## config.mk

```make
export PLATFORM = sky130hd
export DESIGN_NAME = link_function_pci_config_regs
export DESIGN_NICKNAME = d
export VERILOG_FILES = /design/src/link_cfg_pkg.sv /design/src/link_cfg_ev_if.sv /design/src/link_function_pci_config_regs.sv /design/src/link_sticky_flags.sv
export VERILOG_INCLUDE_DIRS = /design/src
export SDC_FILE = /design/constraint.sdc
export NUM_CORES = 1
export LEC_CHECK = 0
export BUFFER_PORTS_ARGS = -buffer_cell sky130_fd_sc_hd__buf_2
export CORE_MARGIN = 5
export CORE_UTILIZATION = 40
export CTS_BUF_LIST = sky130_fd_sc_hd__clkbuf_4
export CTS_CLUSTER_SIZE = 28
export DETAILED_ROUTE_END_ITERATION = 8
export GPL_TIMING_DRIVEN = 0
export HOLD_SLACK_MARGIN = 0.08
export PLACE_DENSITY = 0.92
export SLEW_MARGIN = 5
export SYNTH_ARGS = -nofsm -noshare
export SYNTH_HDL_FRONTEND = slang
export SYNTH_SLANG_ARGS = --single-unit
```

## constraint.sdc

```tcl
create_clock -name clk_in -period 1.35 [get_ports clk_in]
set_clock_uncertainty 0.15 [all_clocks]
set_input_delay 0.135 -clock clk_in [delete_from_list [all_inputs] [get_ports clk_in]]
set_output_delay 0.135 -clock clk_in [all_outputs]
set_load 0.05 [all_outputs]
```

## src/link_cfg_regs_cfg.svh

```systemverilog
// Offsets, field positions, reset values and masks of the link function config bank
`ifndef LINK_CFG_REGS_CFG_SVH
`define LINK_CFG_REGS_CFG_SVH
`define CMD_STS_OFFSET 8'h04
`define CLASS_OFFSET 8'h08
`define CMD_RESET 16'h0000
`define CMD_WRITE_MASK 16'h0156
`define CMD_MEM_BIT 1
`define CMD_INIT_BIT 2
`define CMD_WINV_BIT 4
`define CMD_PAR_BIT 6
`define CMD_SYSF_BIT 8
`define STS_RESET 16'h0210
`define STS_FIXED 16'h0210
`define STS_FLAG_MASK 16'hF900
`define STS_PAR_BIT 15
`define STS_SYSF_BIT 14
`define STS_MABT_BIT 13
`define STS_TABR_BIT 12
`define STS_TABI_BIT 11
`define STS_DPM_BIT 8
`define CLASS_UPPER 24'h0C0010
`endif

```

## src/link_cfg_pkg.sv

```systemverilog
// Types shared by the config bank modules
package link_cfg_pkg;
  typedef logic [15:0] half_t;
  typedef logic [31:0] word_t;
endpackage

```

## src/link_cfg_ev_if.sv

```systemverilog
// Bus event bundle between the bank top and the flag module
interface link_cfg_ev_if;
  logic [15:0] cmd;
  logic [15:0] set_vec;
  logic [15:0] clr_vec;
  logic [15:0] flags;
  modport top (output set_vec, output clr_vec, output cmd, input flags);
  modport flg (input set_vec, input clr_vec, input cmd, output flags);
endinterface

```

## src/link_function_pci_config_regs.sv

```systemverilog
// Command, status and class registers of the link function
`include "link_cfg_regs_cfg.svh"
module link_function_pci_config_regs #(
  parameter logic [7:0] SILICON_VERSION = 8'h00 // Arbitrary value
) (
  input wire logic clk_in,
  input wire logic sys_rst_in,
  input wire logic cfg_rd_in,
  input wire logic cfg_wr_in,
  input wire logic [7:0] cfg_addr_in,
  input wire logic [3:0] cfg_be_in,
  input wire link_cfg_pkg::word_t cfg_wdata_in,
  output link_cfg_pkg::word_t cfg_rdata_out,
  input wire logic addr_parity_fault_in,
  input wire logic data_parity_fault_in,
  input wire logic perr_seen_in,
  input wire logic master_data_phase_in,
  input wire logic master_abort_in,
  input wire logic target_abort_rx_in,
  input wire logic target_abort_tx_in,
  input wire logic special_cycle_in,
  output logic initiator_en_out,
  output logic mem_space_response_en_out,
  output logic write_invalidate_en_out,
  output logic back_to_back_initiate_en_out,
  output logic port_space_response_en_out,
  output logic special_cycle_claim_out,
  output logic perr_drive_out,
  output logic serr_drive_out
);
  import link_cfg_pkg::*;
  half_t cmd_q;
  half_t cmd_wr;
  half_t sts_clr;
  half_t sts_set;
  word_t rdata_q;
  logic cmd_hit;
  logic cls_hit;
  link_cfg_ev_if ev ();

  localparam logic [7:0] CMD_STS_ADDR = `CMD_STS_OFFSET;
  localparam logic [7:0] CLASS_ADDR = `CLASS_OFFSET;

  // Dword decode only; byte lanes pick the half
  assign cmd_hit = (cfg_addr_in[7:2] == CMD_STS_ADDR[7:2]);
  assign cls_hit = (cfg_addr_in[7:2] == CLASS_ADDR[7:2]);

  // Byte-laned command write
  always_comb begin
    cmd_wr = cmd_q;
    if (cfg_be_in[0]) begin
      cmd_wr[7:0] = cfg_wdata_in[7:0];
    end
    if (cfg_be_in[1]) begin
      cmd_wr[15:8] = cfg_wdata_in[15:8];
    end
  end

  always_ff @(posedge clk_in) begin
    if (sys_rst_in) begin
      cmd_q <= `CMD_RESET;
    end else if (cfg_wr_in && cmd_hit) begin
      cmd_q <= cmd_wr & `CMD_WRITE_MASK;
    end
  end

  // Write-one clears on status bytes
  always_comb begin
    sts_clr = 16'h0000;
    if (cfg_wr_in && cmd_hit) begin
      if (cfg_be_in[2]) begin
        sts_clr[7:0] = cfg_wdata_in[23:16];
      end
      if (cfg_be_in[3]) begin
        sts_clr[15:8] = cfg_wdata_in[31:24];
      end
    end
  end

  always_comb begin
    sts_set = 16'h0000;
    sts_set[`STS_PAR_BIT] = addr_parity_fault_in | data_parity_fault_in;
    sts_set[`STS_SYSF_BIT] = serr_drive_out;
    sts_set[`STS_MABT_BIT] = master_abort_in;
    sts_set[`STS_TABR_BIT] = target_abort_rx_in;
    sts_set[`STS_TABI_BIT] = target_abort_tx_in;
    sts_set[`STS_DPM_BIT] = perr_seen_in & master_data_phase_in
      & cmd_q[`CMD_PAR_BIT];
  end

  assign ev.cmd = cmd_q;
  assign ev.set_vec = sts_set;
  assign ev.clr_vec = sts_clr;

  link_sticky_flags u_flags (
    .clk_in(clk_in),
    .sys_rst_in(sys_rst_in),
    .ev(ev)
  );

  always_ff @(posedge clk_in) begin
    if (sys_rst_in) begin
      rdata_q <= 32'h00000000;
    end else if (cfg_rd_in) begin
      if (cmd_hit) begin
        rdata_q <= {ev.flags | `STS_FIXED, cmd_q};
      end else if (cls_hit) begin
        rdata_q <= {`CLASS_UPPER, SILICON_VERSION};
      end else begin
        rdata_q <= 32'h00000000;
      end
    end
  end
  assign cfg_rdata_out = rdata_q;

  assign initiator_en_out = cmd_q[`CMD_INIT_BIT];
  assign mem_space_response_en_out = cmd_q[`CMD_MEM_BIT];
  assign write_invalidate_en_out = cmd_q[`CMD_WINV_BIT] & cmd_q[`CMD_INIT_BIT];
  assign back_to_back_initiate_en_out = 1'b0;
  assign port_space_response_en_out = 1'b0;
  assign special_cycle_claim_out = 1'b0 & special_cycle_in;
  assign perr_drive_out = cmd_q[`CMD_PAR_BIT] & data_parity_fault_in;
  assign serr_drive_out = cmd_q[`CMD_SYSF_BIT] & addr_parity_fault_in;

  a_cmd_masked: assert property (@(posedge clk_in) disable iff (sys_rst_in)
    (cmd_q & ~16'h0156) == 16'h0000)
    else $error("hardwired command bit set");
  a_cmd_write: assert property (@(posedge clk_in) disable iff (sys_rst_in)
    (cfg_wr_in && cmd_hit && cfg_be_in[0]) |=> cmd_q[2] == $past(cfg_wdata_in[2]))
    else $error("initiator enable not written");
  a_serr_gate: assert property (@(posedge clk_in) disable iff (sys_rst_in)
    serr_drive_out |-> cmd_q[8])
    else $error("system fault driven while disabled");
  a_perr_gate: assert property (@(posedge clk_in) disable iff (sys_rst_in)
    perr_drive_out |-> cmd_q[6])
    else $error("parity fault driven while disabled");
  a_mwi_gate: assert property (@(posedge clk_in) disable iff (sys_rst_in)
    write_invalidate_en_out |-> cmd_q[4])
    else $error("write-invalidate without enable");
  a_abort_flag: assert property (@(posedge clk_in) disable iff (sys_rst_in)
    master_abort_in |=> ev.flags[13])
    else $error("master abort not recorded");
  a_dpm_cond: assert property (@(posedge clk_in) disable iff (sys_rst_in)
    (perr_seen_in && master_data_phase_in && cmd_q[6]) |=> ev.flags[8])
    else $error("master data parity not recorded");
  a_sts_read: assert property (@(posedge clk_in) disable iff (sys_rst_in)
    (cfg_rd_in && cmd_hit) |=> (cfg_rdata_out[31:16] & 16'h06FF) == 16'h0210)
    else $error("status fixed bits wrong");
  a_class_read: assert property (@(posedge clk_in) disable iff (sys_rst_in)
    (cfg_rd_in && cls_hit) |=> cfg_rdata_out[31:8] == 24'h0C0010)
    else $error("class code wrong");

  c_cmd_wr: cover property (@(posedge clk_in) cfg_wr_in && cmd_hit);
  c_clr_flag: cover property (@(posedge clk_in) ev.flags[15] ##1 !ev.flags[15]);
  c_cls_rd: cover property (@(posedge clk_in) cfg_rd_in && cls_hit);
endmodule // link_function_pci_config_regs

```

## src/link_sticky_flags.sv

```systemverilog
// Sticky status flags, write-one-to-clear, set wins
`include "link_cfg_regs_cfg.svh"
module link_sticky_flags (
  input wire logic clk_in,
  input wire logic sys_rst_in,
  link_cfg_ev_if.flg ev
);
  import link_cfg_pkg::*;
  half_t flags_q;
  always_ff @(posedge clk_in) begin
    if (sys_rst_in) begin
      flags_q <= 16'h0000;
    end else begin
      flags_q <= ((flags_q & ~ev.clr_vec) | ev.set_vec) & `STS_FLAG_MASK;
    end
  end
  assign ev.flags = flags_q;

  a_set_wins: assert property (@(posedge clk_in) disable iff (sys_rst_in)
    (ev.set_vec[`STS_PAR_BIT]) |=> flags_q[`STS_PAR_BIT])
    else $error("set lost against clear");
  a_clear_one: assert property (@(posedge clk_in) disable iff (sys_rst_in)
    (ev.clr_vec[`STS_MABT_BIT] && !ev.set_vec[`STS_MABT_BIT]) |=> !flags_q[`STS_MABT_BIT])
    else $error("write one did not clear");
endmodule // link_sticky_flags

```

**Word level (Yosys, flattened, before mapping)**

Cells that the tools add are included.

- Eq/ne operators: 2
- Multiplexer cells: 5
- Bitwise gates (word level): 9
- Reductions and logical operators: 3

Operators by type and width:

| operator | count |
|---|---|
| $mux 32 | 1 |
| $mux 28 | 1 |
| $and 16x16->16 | 1 |
| $mux 16 | 1 |
| $mux 8 | 2 |
| $not 16->16 | 1 |
| $or 16x16->16 | 1 |
| $eq 6x1->1 const B | 1 |
| $eq 6x2->1 const B | 1 |
| $and 1x1->1 | 5 |
| $reduce_and 2->1 | 2 |
| $logic_and 1x1->1 | 1 |
| $or 1x1->1 | 1 |

- Register bits: 53
- Logic and storage cells: 24

**Depth between registers and ports, before layout**

- Word-level depth: 6
- Depth in mapped cells: 4
- Depth with buffers taken out: 4

**Hierarchy**

A second synthesis with hierarchy kept.

- Cells, all modules: 194
- Area total of the unflattened synthesis: 1689.1 um2

By module, submodules not included:

| module | instances | cells an instance | area an instance (um2) | seq. area each (um2) |
|---|---|---|---|---|
| link_function_pci_config_regs | 1 | 159 | 1355.0 | 520.5 |
| link_sticky_flags | 1 | 35 | 334.1 | 120.1 |

**Worst setup path after synthesis**

OpenSTA, ideal clock, no wires.

- Path kind: register to output
- Start: reg cmd_q[2]
- End: out write_invalidate_en_out
- Data arrival time: 1147 ps
- Setup slack: -82 ps
- Cell stages (with the launch flop): 2
- Path buffers: 0
- Cell sequence: dfxtp_1 and2_1

- Word-level cells in the longest chain between the ends: 1

RTL lines:

| item | line | RTL |
|---|---|---|
| start, declared | link_function_pci_config_regs.sv:32 | `half_t cmd_q;` |
| start signal, assigned | link_function_pci_config_regs.sv:61 | `` cmd_q <= `CMD_RESET; `` |
| start signal, assigned | link_function_pci_config_regs.sv:63 | `` cmd_q <= cmd_wr & `CMD_WRITE_MASK; `` |
| $and 1x1->1 | link_function_pci_config_regs.sv:118 | `` assign write_invalidate_en_out = cmd_q[`CMD_WINV_BIT] & cmd_q[`CMD_INIT_BIT]; `` |
| end, declared | link_function_pci_config_regs.sv:24 | `output logic write_invalidate_en_out,` |

No other way between the ends.

**Worst setup path after layout**

- Start: reg cmd_q[6]
- End: out perr_drive_out

- Word-level cells in the longest chain between the ends: 1

RTL lines:

| item | line | RTL |
|---|---|---|
| $and 1x1->1 | link_function_pci_config_regs.sv:122 | `` assign perr_drive_out = cmd_q[`CMD_PAR_BIT] & data_parity_fault_in; `` |
| end, declared | link_function_pci_config_regs.sv:28 | `output logic perr_drive_out,` |

No other way between the ends.

==> impl_metrics.toml <==
[status]
violations = "negative hold slack"
outcome = "finished with violations"

[yosys]
synth-seq-area-share_pct = 39.51
count_of_state_elements_after_synthesis = 24
synth-async-reset-ratio_pct = 0
synth_warnings = 0
synth_top_flop_cell = "sky130_fd_sc_hd__dfxtp_1"
netlist_instances = 138
synth-edff-count = 0
avgSynthCellArea_um2 = 8.813
post_synth_cell_types = 23
post_synth_instance_area_mm2 = 0.001216

[routing]
detail_route.first_pass.iterations = 4
viasPerCell = 4.541
totalWireLength_mm = 3.362
drtAntennaViolNets = 0
detailroute.via_count = 1217
detailedRoute.firstIterationViolations = 18
wire_per_inst_um = 12.54
drcViolationCount = 0

[cts]
tritoncts.num_buffers = 3
cts_tree = "built"
cts_max_level = 1
clk_pin_slew_ps = 130
clock_latency_ps = 320
cts-root-buf = "sky130_fd_sc_hd__clkbuf_4"
ctsLongestPathBuffers = 2
number_of_clock_sinks = 24
postCtsHoldBufs = 22

[placement]
portBuffers = 50
gp_weighted_congestion = 0.7105
dpl.hpwl_mm = 2.310
preCtsSetupSlack_ps = -137.7

[floorplanning]
design.die.area_mm2 = 0.004243
chipHeight_um = 65.14
fp-row-count = 20
top_level_ports = 96
placeableCoreArea_mm2 = 0.002978
fp.dieW_um = 65.14
start_util_pct = 40.84

[global_route]
grt_antenna_before_repair = 0
grt_use_total_pct = 16.43
largest_net_degree_at_the_start_of_global_routing = 14
grt_first_pass_wirelength_mm = 5.416
via_count_of_the_first_global_routing_pass = 1226
overflow = 0

[setup_path]
r2r.worst_path.cells = 4
timing.rr.end = "u_flags.ev.flags[14]$_SDFF_PP0_"
critPathKind = "flip-flop to output pin"
cp.arrival_ps = 1020
reg2reg_from = "cmd_q[8]$_SDFFE_PP0P_"
critPathLaunchType = "flip-flop"
crit_required_ps = 1070
setup.reg_to_reg.worst_slack_ps = 400
crit_path_end_kind = "output pin"
worstPathMaxFanout = 5

[power_and_ir_drop]
pwr_density_cell_mw_per_mm2 = 741.1
power.leakage_uw = 0.0008953
ir_drop_mv = 0.3643

[timing]
hold_ws_ps = -2.360
hold_fails_final_rpt = 2
fin_ws_ps = 49.30
timing.fmax_mhz = 768.8
final.period_utilization_pct = 96.35
setup-violations-final = 0
period_needed_ps = 1301
timing.final.max_slew_violations = 0
setup_tns_ps = 0

[cells_and_area]
commonest_non_fill_non_tap_cell_in_the_layout = "sky130_fd_sc_hd__buf_2"
finalCoreUtilization_pct = 63.40
fillCellCount = 277
seqCellArea_um2 = 488.0
most_used_cells_in_the_layout_excluding_fill_and_tap_cells = "47 x sky130_fd_sc_hd__buf_2, 26 x sky130_fd_sc_hd__buf_4, 22 x sky130_fd_sc_hd__nand2b_1, 22 x sky130_fd_sc_hd__dlygate4sd3_1"
antenna_cells_inserted = 0
multi_input_area_um2 = 595.6
post_route_cells_drive_above_1_share_pct = 38.72
layout.nets = 292
syn_to_final_growth_pct = 55.25

[run]
max_cap_violations = 0

[hold_path]
hold-path-cell-count = 4
worstHoldPathType = "primary input to flip-flop"
min_to = "cfg_rdata_out[6]$_SDFFE_PP0P_"
timing.hold.worst.start = "cfg_addr_in[4]"
## cells in the mapped netlist (all sizes together) (3+ instances only)
library cell | n | area [um^2]
mux2i | 5 | 50.05
clkbuf | 5 | 18.77
nand3 | 3 | 15.01
inv | 5 | 18.77
dfxtp | 24 | 480.5
nand4 | 11 | 68.82
buf | 26 | 190.2
nor2 | 4 | 15.01
nand2b | 22 | 137.6
a311oi | 5 | 43.79
a21oi | 13 | 65.06
## critical path, stage by stage, from the launching register on
cell	delay [ps]
sky130_fd_sc_hd__dfxtp_4	400
sky130_fd_sc_hd__and2_4	150
sky130_fd_sc_hd__buf_6	150
## timing repair
item                                    CTS  global route
hold endpoints to repair                 19             6
cloned                                    0             0
endpoints found under the setup margin    3             7
buffers inserted                          0             2
gates resized for setup                   6            11
## final cells by class
| type | instances | area share (%) |
|---|---|---|
| Buffer | 31 | 11.07 |
| Clock buffer | 3 | 1.193 |
| Clock inverter | 1 | 0.1988 |
| Inverter | 5 | 0.9940 |
| Multi-Input combinational cell | 97 | 31.54 |
| Sequential cell | 24 | 25.84 |
| Tap cell | 33 | 2.187 |
| Timing Repair Buffer | 74 | 26.97 |
## metal layers
metal | vias up | part of all wire, % | GRT usage (%)
li1 | 627 | - | -
met2 | 48 | 52 | 30.52
met1 | 536 | 38 | 17.80
met3 | 6 | 8.1 | 3.761
met4 | 0 | 1.8 | 6.736
met5 | - | 0 | 0
## stage by stage
step                total power, uW  area (um^2)  cells
finish                         1399         1888    268
global route                   1455         1888    268
CTS                            1394         1841    266
detailed placement             1030         1580    240
global placement               1026         1580    240
floorplan                     963.4         1289    157
## sequential cells by signal (all words and copies together), names as in the netlist
name	flops
cfg_rdata_out	13
cmd_q	5
u_flags.ev.flags	6
## cell families after synthesis
| group | share of synthesized area [%] |
|---|---|
| AOI/OAI and AO/OA | 11.32 |
| buffers and inverters | 18.72 |
| DFF | 39.51 |
| muxes | 4.115 |
| other | 0.3083 |
| and+or+nand+nor | 26.03 |
## where the power goes
part | internal (uW) | switching, uW
combinational | 144 | 208
clock | 108 | 217
sequential | 716 | 6.13
total | 968 | 431
## how the worst max path moves through the flow
stage	slack [ps]	from	to
after floorplan	20	cmd_q[2]$_SDFFE_PP0P_	write_invalidate_en_out
after global placement	-110	cfg_addr_in[7]	u_flags.ev.flags[15]$_SDFF_PP0_
after detailed placement	-140	cfg_addr_in[7]	cmd_q[6]$_SDFFE_PP0P_
after CTS	10	cfg_rdata_out[25]$_SDFFE_PP0P_	cfg_rdata_out[25]
after global routing	-2	cmd_q[8]$_SDFFE_PP0P_	serr_drive_out
final	50	cmd_q[6]$_SDFFE_PP0P_	perr_drive_out
Power figures use the tool's default switching activity.
